<file path="config.mk">
export PLATFORM = sky130hd
export DESIGN_NAME = mbpwm_top
export DESIGN_NICKNAME = d
export VERILOG_FILES = /design/src/hdl/mbpwm_pkg.sv /design/src/hdl/mbpwm_top.sv /design/src/hdl/mbpwm_sync.sv /design/src/hdl/mbpwm_outs.sv
export SDC_FILE = /design/constraint.sdc
export NUM_CORES = 2
export LEC_CHECK = 0
export BUFFER_PORTS_ARGS = -buffer_cell sky130_fd_sc_hd__buf_2
export CAP_MARGIN = 20
export CORE_UTILIZATION = 60
export CTS_CLUSTER_DIAMETER = 40
export DETAILED_ROUTE_END_ITERATION = 10
export PLACE_DENSITY = 0.77
export SYNTH_ARGS = -nofsm -noshare
export SYNTH_HDL_FRONTEND = slang
export SYNTH_SLANG_ARGS = --single-unit
export TNS_END_PERCENT = 1
</file>
<file path="constraint.sdc">
create_clock -name clk_sys_in -period 9.4 [get_ports clk_sys_in]
set_input_delay 1.41 -clock clk_sys_in [delete_from_list [all_inputs] [get_ports clk_sys_in]]
set_output_delay 1.41 -clock clk_sys_in [all_outputs]
set_load 0.1 [all_outputs]
</file>
<file path="src/hdl/mbpwm_pkg.sv">
`default_nettype none

package mbpwm_pkg;

	// sizes of the unit
	localparam int unsigned NUM_MATCH = 7;
	localparam int unsigned NUM_OUT   = 6;
	localparam int unsigned NUM_CAP   = 2;
	localparam int unsigned DATA_W    = 32;
	localparam int unsigned ADDR_W    = 8;

	// register byte offsets
	localparam logic [7:0] OFS_CTRL       = 8'h00;
	localparam logic [7:0] OFS_COUNT      = 8'h04;
	localparam logic [7:0] OFS_PRESCALE   = 8'h08;
	localparam logic [7:0] OFS_PRECOUNT   = 8'h0C;
	localparam logic [7:0] OFS_MATCH_CTRL = 8'h10;
	localparam logic [7:0] OFS_OUT_CTRL   = 8'h14;
	localparam logic [7:0] OFS_RELEASE    = 8'h18;
	localparam logic [7:0] OFS_IRQ_STAT   = 8'h1C;
	localparam logic [7:0] OFS_IRQ_CLR    = 8'h20;
	localparam logic [7:0] OFS_IRQ_EN     = 8'h24;
	localparam logic [7:0] OFS_MATCH_BASE = 8'h28;

	// control register fields
	localparam int unsigned CTRL_CNT_EN   = 0;
	localparam int unsigned CTRL_CNT_RST  = 1;
	localparam int unsigned CTRL_PWM_EN   = 2;
	localparam int unsigned CTRL_MODE_LSB = 3;
	localparam int unsigned CTRL_CAP_SEL  = 5;

	// match control: three bits per match register
	localparam int unsigned MCR_INT    = 0;
	localparam int unsigned MCR_RST    = 1;
	localparam int unsigned MCR_STOP   = 2;
	localparam int unsigned MCR_STRIDE = 3;
	localparam int unsigned MCR_W      = 21;

	// output control fields
	localparam int unsigned OCTL_DBL_LSB = 0;
	localparam int unsigned OCTL_OEN_LSB = 8;

	// reset values
	localparam logic [31:0] RST_WORD  = 32'h0000_0000;
	localparam logic [3:0]  NO_SLOT   = 4'hF;

	// count clock source
	typedef enum logic [1:0] {
		MODE_TIMER = 2'b00,
		MODE_RISE  = 2'b01,
		MODE_FALL  = 2'b10,
		MODE_BOTH  = 2'b11
	} mbpwm_mode_e;

endpackage

`default_nettype wire

</file>
<file path="src/hdl/mbpwm_top.sv">
// Decided for this implementation: the register addresses and the plain strobed port.
`timescale 1ns/10ps
`default_nettype none

module mbpwm_top (
	// clock and reset
	input  wire logic                            clk_sys_in,
	input  wire logic                            rst_in,
	// register port
	input  wire logic [mbpwm_pkg::ADDR_W-1:0]    addr_in,
	input  wire logic [mbpwm_pkg::DATA_W-1:0]    wdata_in,
	input  wire logic                            wr_in,
	input  wire logic                            rd_in,
	output logic      [mbpwm_pkg::DATA_W-1:0]    rdata_out,
	// capture pins used as count clock
	input  wire logic [mbpwm_pkg::NUM_CAP-1:0]   capture_in,
	// pulse outputs and interrupt
	output logic      [mbpwm_pkg::NUM_OUT-1:0]   pwm_out,
	output logic                                 irq_out
);
	import mbpwm_pkg::*;

	typedef struct packed {
		logic                              cnt_en;
		logic                              cnt_rst;
		logic                              pwm_en;
		mbpwm_mode_e                       mode;
		logic                              cap_sel;
		logic                              cap_prev;
		logic [DATA_W-1:0]                 tc;
		logic [DATA_W-1:0]                 pc;
		logic [DATA_W-1:0]                 pr;
		logic [MCR_W-1:0]                  mcr;
		logic [NUM_OUT-1:0]                dbl;
		logic [NUM_OUT-1:0]                oen;
		logic [NUM_MATCH-1:0]              ler;
		logic [NUM_MATCH-1:0]              ir;
		logic [NUM_MATCH-1:0]              ien;
		logic [NUM_MATCH-1:0][DATA_W-1:0]  shadow;
		logic [NUM_MATCH-1:0][DATA_W-1:0]  act;
		logic [DATA_W-1:0]                 rdata;
		logic                              irq;
	} mbpwm_top_s;

	mbpwm_top_s           s_q;
	mbpwm_top_s           s_d;
	logic [NUM_CAP-1:0]   cap_lvl;
	logic                 cap_now;
	logic                 evt;
	logic                 wrap;
	logic                 tick;
	logic [NUM_MATCH-1:0] hit;
	logic [NUM_MATCH-1:0] rst_req;
	logic [NUM_MATCH-1:0] stop_req;
	logic [NUM_MATCH-1:0] int_req;
	logic                 hit_rst;
	logic                 hit_stop;
	logic                 xfer;
	logic [NUM_OUT-1:0]   fall_zero;
	logic [NUM_MATCH-1:0] clr_mask;
	logic [3:0]           wslot;
	logic [3:0]           rslot;

	// which match register a byte address selects, or none
	function automatic logic [3:0] match_slot(input logic [ADDR_W-1:0] a);
		logic [ADDR_W-1:0] rel;
		rel = a - OFS_MATCH_BASE;
		if (a >= OFS_MATCH_BASE && rel[1:0] == 2'h0 && rel[ADDR_W-1:2] < 6'(NUM_MATCH)) begin
			return {1'b0, rel[4:2]};
		end
		return NO_SLOT;
	endfunction

	// capture pins are asynchronous
	mbpwm_sync u_sync (
		.clk_sys_in (clk_sys_in),
		.rst_in     (rst_in),
		.pin_in     (capture_in),
		.lvl_out    (cap_lvl)
	);

	// count event: every clock, or a chosen edge of a capture pin
	always_comb begin
		cap_now = s_q.cap_sel ? cap_lvl[1] : cap_lvl[0];
		unique case (s_q.mode)
			MODE_TIMER: evt = 1'b1;
			MODE_RISE:  evt = cap_now & ~s_q.cap_prev;
			MODE_FALL:  evt = ~cap_now & s_q.cap_prev;
			MODE_BOTH:  evt = cap_now ^ s_q.cap_prev;
		endcase
		wrap = s_q.cnt_en & ~s_q.cnt_rst & evt & (s_q.pc == s_q.pr);
		tick = wrap;
	end

	// match compare and the actions each register asks for
	for (genvar i = 0; i < NUM_MATCH; i++) begin : g_match
		assign hit[i]      = tick & (s_q.tc == s_q.act[i]);
		assign int_req[i]  = hit[i] & s_q.mcr[i*MCR_STRIDE+MCR_INT];
		assign rst_req[i]  = hit[i] & s_q.mcr[i*MCR_STRIDE+MCR_RST];
		assign stop_req[i] = hit[i] & s_q.mcr[i*MCR_STRIDE+MCR_STOP];
	end

	// a match value of zero holds a single-edge output low
	for (genvar j = 0; j < NUM_OUT; j++) begin : g_fz
		assign fall_zero[j] = (s_q.act[j+1] == RST_WORD);
	end

	assign xfer     = s_q.pwm_en & hit[0];
	assign hit_rst  = (|rst_req) | xfer;
	assign hit_stop = |stop_req;
	assign clr_mask = (wr_in && addr_in == OFS_IRQ_CLR) ? wdata_in[NUM_MATCH-1:0] : '0;
	assign wslot    = match_slot(addr_in);
	assign rslot    = match_slot(addr_in);

	// next state of the whole unit
	always_comb begin
		s_d          = s_q;
		s_d.rdata    = RST_WORD;
		s_d.cap_prev = cap_now;
		// prescaler then counter
		if (s_q.cnt_rst) begin
			s_d.tc = RST_WORD;
			s_d.pc = RST_WORD;
		end else if (s_q.cnt_en && evt) begin
			if (wrap) begin
				s_d.pc = RST_WORD;
				s_d.tc = hit_rst ? RST_WORD : s_q.tc + 32'h1;
			end else begin
				s_d.pc = s_q.pc + 32'h1;
			end
		end
		if (hit_stop) begin
			s_d.cnt_en = 1'b0;
		end
		// released values become active as the new cycle starts
		if (xfer) begin
			for (int k = 0; k < NUM_MATCH; k++) begin
				if (s_q.ler[k]) begin
					s_d.act[k] = s_q.shadow[k];
				end
			end
			s_d.ler = '0;
		end
		// register writes
		if (wr_in) begin
			case (addr_in)
				OFS_CTRL: begin
					s_d.cnt_en  = wdata_in[CTRL_CNT_EN];
					s_d.cnt_rst = wdata_in[CTRL_CNT_RST];
					s_d.pwm_en  = wdata_in[CTRL_PWM_EN];
					s_d.mode    = mbpwm_mode_e'(wdata_in[CTRL_MODE_LSB +: 2]);
					s_d.cap_sel = wdata_in[CTRL_CAP_SEL];
				end
				OFS_PRESCALE: begin
					s_d.pr = wdata_in;
				end
				OFS_MATCH_CTRL: begin
					s_d.mcr = wdata_in[MCR_W-1:0];
				end
				OFS_OUT_CTRL: begin
					s_d.dbl = wdata_in[OCTL_DBL_LSB +: NUM_OUT];
					s_d.oen = wdata_in[OCTL_OEN_LSB +: NUM_OUT];
				end
				OFS_RELEASE: begin
					s_d.ler = s_d.ler | wdata_in[NUM_MATCH-1:0];
				end
				OFS_IRQ_EN: begin
					s_d.ien = wdata_in[NUM_MATCH-1:0];
				end
				default: begin
					if (wslot != NO_SLOT) begin
						s_d.shadow[wslot[2:0]] = wdata_in;
						// without pwm mode a write takes effect at once
						if (!s_q.pwm_en) begin
							s_d.act[wslot[2:0]] = wdata_in;
						end
					end
				end
			endcase
		end
		// sticky status: a new match beats a clear in the same cycle
		s_d.ir  = (s_q.ir & ~clr_mask) | int_req;
		s_d.irq = |(s_d.ir & s_d.ien);
		// read data for the next cycle
		if (rd_in) begin
			case (addr_in)
				OFS_CTRL: begin
					s_d.rdata[CTRL_CNT_EN]            = s_q.cnt_en;
					s_d.rdata[CTRL_CNT_RST]           = s_q.cnt_rst;
					s_d.rdata[CTRL_PWM_EN]            = s_q.pwm_en;
					s_d.rdata[CTRL_MODE_LSB +: 2]     = s_q.mode;
					s_d.rdata[CTRL_CAP_SEL]           = s_q.cap_sel;
				end
				OFS_COUNT:      s_d.rdata = s_q.tc;
				OFS_PRESCALE:   s_d.rdata = s_q.pr;
				OFS_PRECOUNT:   s_d.rdata = s_q.pc;
				OFS_MATCH_CTRL: s_d.rdata[MCR_W-1:0] = s_q.mcr;
				OFS_OUT_CTRL: begin
					s_d.rdata[OCTL_DBL_LSB +: NUM_OUT] = s_q.dbl;
					s_d.rdata[OCTL_OEN_LSB +: NUM_OUT] = s_q.oen;
				end
				OFS_RELEASE:    s_d.rdata[NUM_MATCH-1:0] = s_q.ler;
				OFS_IRQ_STAT:   s_d.rdata[NUM_MATCH-1:0] = s_q.ir;
				OFS_IRQ_EN:     s_d.rdata[NUM_MATCH-1:0] = s_q.ien;
				default: begin
					if (rslot != NO_SLOT) begin
						s_d.rdata = s_q.shadow[rslot[2:0]];
					end
				end
			endcase
		end
	end

	always_ff @(posedge clk_sys_in) begin
		if (rst_in) begin
			s_q <= '0;
		end else begin
			s_q <= s_d;
		end
	end

	// edge placement for all pulse outputs
	mbpwm_outs u_outs (
		.clk_sys_in   (clk_sys_in),
		.rst_in       (rst_in),
		.pwm_en_in    (s_q.pwm_en),
		.oen_in       (s_q.oen),
		.dbl_in       (s_q.dbl),
		.fall_zero_in (fall_zero),
		.hit_in       (hit),
		.pwm_out      (pwm_out)
	);

	assign rdata_out = s_q.rdata;
	assign irq_out   = s_q.irq;
endmodule

`default_nettype wire

</file>
<file path="src/hdl/mbpwm_sync.sv">
`timescale 1ns/10ps
`default_nettype none

module mbpwm_sync (
	// clock and reset
	input  wire logic                          clk_sys_in,
	input  wire logic                          rst_in,
	// raw pins and filtered levels
	input  wire logic [mbpwm_pkg::NUM_CAP-1:0] pin_in,
	output logic      [mbpwm_pkg::NUM_CAP-1:0] lvl_out
);
	import mbpwm_pkg::*;

	typedef struct packed {
		logic [NUM_CAP-1:0] s1;
		logic [NUM_CAP-1:0] s2;
		logic [NUM_CAP-1:0] s3;
		logic [NUM_CAP-1:0] lvl;
	} mbpwm_sync_s;

	mbpwm_sync_s s_q;
	mbpwm_sync_s s_d;

	// three stages; level moves once stages two and three agree
	always_comb begin
		s_d     = s_q;
		s_d.s1  = pin_in;
		s_d.s2  = s_q.s1;
		s_d.s3  = s_q.s2;
		s_d.lvl = (s_q.s2 & s_q.s3) | (s_q.lvl & (s_q.s2 | s_q.s3));
	end

	always_ff @(posedge clk_sys_in) begin
		if (rst_in) begin
			s_q <= '0;
		end else begin
			s_q <= s_d;
		end
	end

	assign lvl_out = s_q.lvl;

endmodule

`default_nettype wire

</file>
<file path="src/hdl/mbpwm_outs.sv">
`timescale 1ns/10ps
`default_nettype none

module mbpwm_outs (
	// clock and reset
	input  wire logic                            clk_sys_in,
	input  wire logic                            rst_in,
	// configuration
	input  wire logic                            pwm_en_in,
	input  wire logic [mbpwm_pkg::NUM_OUT-1:0]   oen_in,
	input  wire logic [mbpwm_pkg::NUM_OUT-1:0]   dbl_in,
	input  wire logic [mbpwm_pkg::NUM_OUT-1:0]   fall_zero_in,
	// match pulses
	input  wire logic [mbpwm_pkg::NUM_MATCH-1:0] hit_in,
	// pulse outputs
	output logic      [mbpwm_pkg::NUM_OUT-1:0]   pwm_out
);
	import mbpwm_pkg::*;

	typedef struct packed {
		logic [NUM_OUT-1:0] lvl;
	} mbpwm_outs_s;

	mbpwm_outs_s        s_q;
	mbpwm_outs_s        s_d;
	logic [NUM_OUT-1:0] set_ev;
	logic [NUM_OUT-1:0] clr_ev;

	// output n rises on period match or on match n-1, falls on match n
	for (genvar j = 0; j < NUM_OUT; j++) begin : g_edge
		if (j == 0) begin : g_single
			assign set_ev[j] = hit_in[0] & ~fall_zero_in[j];
		end else begin : g_mixed
			assign set_ev[j] = dbl_in[j] ? hit_in[j] : (hit_in[0] & ~fall_zero_in[j]);
		end
		assign clr_ev[j] = hit_in[j+1];
	end

	// fall wins a tie; disabled outputs stay low
	always_comb begin
		s_d     = s_q;
		s_d.lvl = ((s_q.lvl | set_ev) & ~clr_ev) & oen_in & {NUM_OUT{pwm_en_in}};
	end

	always_ff @(posedge clk_sys_in) begin
		if (rst_in) begin
			s_q <= '0;
		end else begin
			s_q <= s_d;
		end
	end

	assign pwm_out = s_q.lvl;
endmodule

`default_nettype wire

</file>
==> summary.md <==
| Metric | Value |
|---|---|
| Status | complete, no violations |
| Hold WC Path Type | register to register |
| Mapped Area | between 30000 and 40000 sq um |
| Setup bufs post-CTS | 0 |
| Clk slew on worst S/H paths | ~0.060 ns |
| CTS tree | done |
| Router iterations before antenna repair | 9 |
| Cell Rows | 83 |
| Yosys reg bits | between 600 and 700 |
| Max Transition Viols Final | 0 |
| CTS Buffer Depth | 3 |
| Starting DRT DRC Count | between 5000 and 6000 |
| Ports | 85 |
| Synth top area cells | dfxtp_1, nand2_1, a21oi_1 |
| Net switching power | 1550 uW |
| CP Capture Type | register |
| Ys Warns | 0 |
| Most common cell after layout, fill and taps aside | nand2_1 |
| Initial antenna violation count | 5 |
| Vias in the first global route | approximately 28000 |
| Post-Synthesis Cells | 4010 |
| Final setup fails | 0 |
| First-pass GRT wire length | about 190000 microns |
| Worst vdd ir | between 150 and 200 uV |
| Die area | 53600 sq um |
| CTS Hold Bufs | 0 |
| Drt total wl | 129000 microns |
| Required time worst endpoint | around 10 ns |
| Effective utilization at floorplan | between 60% and 70% |
| Maxcap violations | 0 |
| Relative slew slack | 14.8% |
| Commonest non-fill, non-tap cells in the layout | nand2_1, dfxtp_1, nor2_1, a21oi_1, xor2_1 |
| Post-synth EDFFs | 0 |
| Int Pwr | ~5000 uW |
| Layout cells sized above 1 | roughly a tenth |
| Worst-Margin Slew | ~1.3 ns |
| Async SR Flop Fraction | 0% |
| Layout Area Growth over Synthesis | 11.1% |
| Worst-path maximum fanout | 46 |
| Largest net degree at the start of global routing | 226 |
| Period minus WS final | around 5.0 ns |
| Antenna-violating nets left | 0 |
| Sw Ratio | a little under a quarter |
| H-tree Lvls | 3 |
| Post-Syn Nets | 4061 |
| Setup crit start kind | input pin |
| Die Ht | 232 microns |
| Clock share of power | between 50% and 60% |
| CTS Sinks | about 650 |
| Sequential power share | 42.8% |
| Core Box Area | just over 50000 sq um |
| Top_reg_cell synth | dfxtp_1 |
| Yosys cell types | 62 |
| DP HPWL | about 87000 microns |
| Area share of the largest cell type after synthesis | about 41% |
| Hold Vio Cnt, Final | 0 |
| TNS Setup | 0 ns |
| CTS Buf Count | 91 |
| Register area | 13100 sq um |
| Max Freq | approximately 0.20 GHz |
| Final core occ | between 60 and 70% |
| # fillers | roughly 4300 |
| Grt ovf | 0 |
| Period utilization | between 50% and 60% |
| Vias/cell | roughly 6.8 |
| RePlAce Congestion | 1.07 |
| Overall Global Routing Usage | 46.9% |
| Final #Nets | between 3000 and 4000 |
| Latest clock arrival within the worst-skew pair | about 0.66 ns |
| CTS resizes | 0 |
| Post-synthesis sequential area ratio | 41.3% |
| Clock Tree Root | clkbuf_16 |
| Crit path kind | input pin to register |
| Post-route DRC violation count | 0 |
| Crit path DAT | between 5 and 6 ns |
| Area leader, netlist | dfxtp_1 |
| Horiz. Die Dim | approximately 230 microns |
| Combinational share of power | under 10% |
| Wire length per cell | between 20 and 30 microns |
| Leak | ~0.013 uW |
| Footprint of the multi-input gates | ~17000 sq um |
| Synth Area per Inst | 7.89 sq um |
| RSZ-0062 raised after global routing | no |
| Port bufs | between 80 and 90 |
| Vias | 31471 |
| Pwr Density | between 150 and 200 nW/um^2 |
| Setup Skew | around 0.032 ns |
## through the flow
stage	power, uW	area, sq um	hold slack, ns	worst slack, ns	instances
after floorplan	2940	31600	0.414	5.18	4010
after global placement	3020	31900	0.426	3.94	4462
after detailed placement	3020	31900	0.424	3.74	4463
after CTS	6440	35000	0.437	4.35	4627
after global routing	6570	35100	0.451	4.25	4632
final	6470	35100	0.436	4.36	4636
## power groups by stage
stage / logic [uW] / clock network (uW) / registers [uW]
3_3_place_gp: 186 / 0 / 2830
3_5_place_dp: 185 / 0 / 2830
4_1_cts: 186 / 3490 / 2770
5_1_grt: 200 / 3600 / 2770
2_1_floorplan: 111 / 0 / 2830
6_report: 200 / 3500 / 2770
## final timing paths
kind / start / endpoint / slack [ns] / cells past startpoint
min reg2reg: u_sync.s_d[5] / u_sync.s_d[3] / 0.44 / 1
min: u_sync.s_d[5] / u_sync.s_d[3] / 0.44 / 1
max reg2reg: s_q[632] / s_q[126] / 4.45 / 12
max: addr_in[3] / rdata_out[20] / 4.36 / 12
## worst max-delay path, stage by stage
cell and delay [ns]:
buf_2 0.19, clkinv_1 0.23, ha_1 0.48, nor2_1 0.12, a2111oi_4 0.55, and3b_2 1.03
buf_4 0.55, o221ai_1 0.23, o21ai_0 0.14, a2bb2oi_1 0.17, a31o_2 0.29, a31oi_1 0.16
## cell type report
class	count	area share, %
Sequential cell	652	37.2
Tap cell	680	2.42
Clock buffer	111	7.07
Antenna cell	5	0.0356
Inverter	48	0.513
Multi-Input combinational cell	2920	47.9
Timing Repair Buffer	167	3.21
Clock inverter	53	1.69
## routing by layer
metal	track usage, %	vias up	routed length (microns)
li1	-	13613	-
met1	62.2	14640	47900
met2	64.2	2627	50600
met3	15.0	589	19300
met4	32.2	2	10900
met5	0	-	13
## cells by family (layout without fill, tap and decap cells)
group / Yosys count / in the layout / share of synthesized area (%)
xor gates and xnor gates: 315 / 315 / 8.72
AOI/OAI and AO/OA: 837 / 837 / 17.4
other: 0 / 5 / 0
DFF: 652 / 652 / 41.3
buffers and inverters: 438 / 379 / 5.78
muxes: 153 / 153 / 4.86
adders and majority gates: 5 / 5 / 0.198
and+or+nand+nor: 1610 / 1610 / 21.7
## synth_stat cells, drive strengths merged (21+ instances only)
cell type,count
a31o,30
xnor2,123
o22ai,33
a2bb2oi,29
inv,47
clkbuf,273
a311oi,80
and3,21
nand2,891
mux2i,148
o21ai,50
o221ai,29
dfxtp,652
a211oi,151
nor3,43
nor4,101
nand4,71
xor2,192
a21oi,360
nand3,42
buf,117
nor2,384
Power figures use the tool's default switching activity.
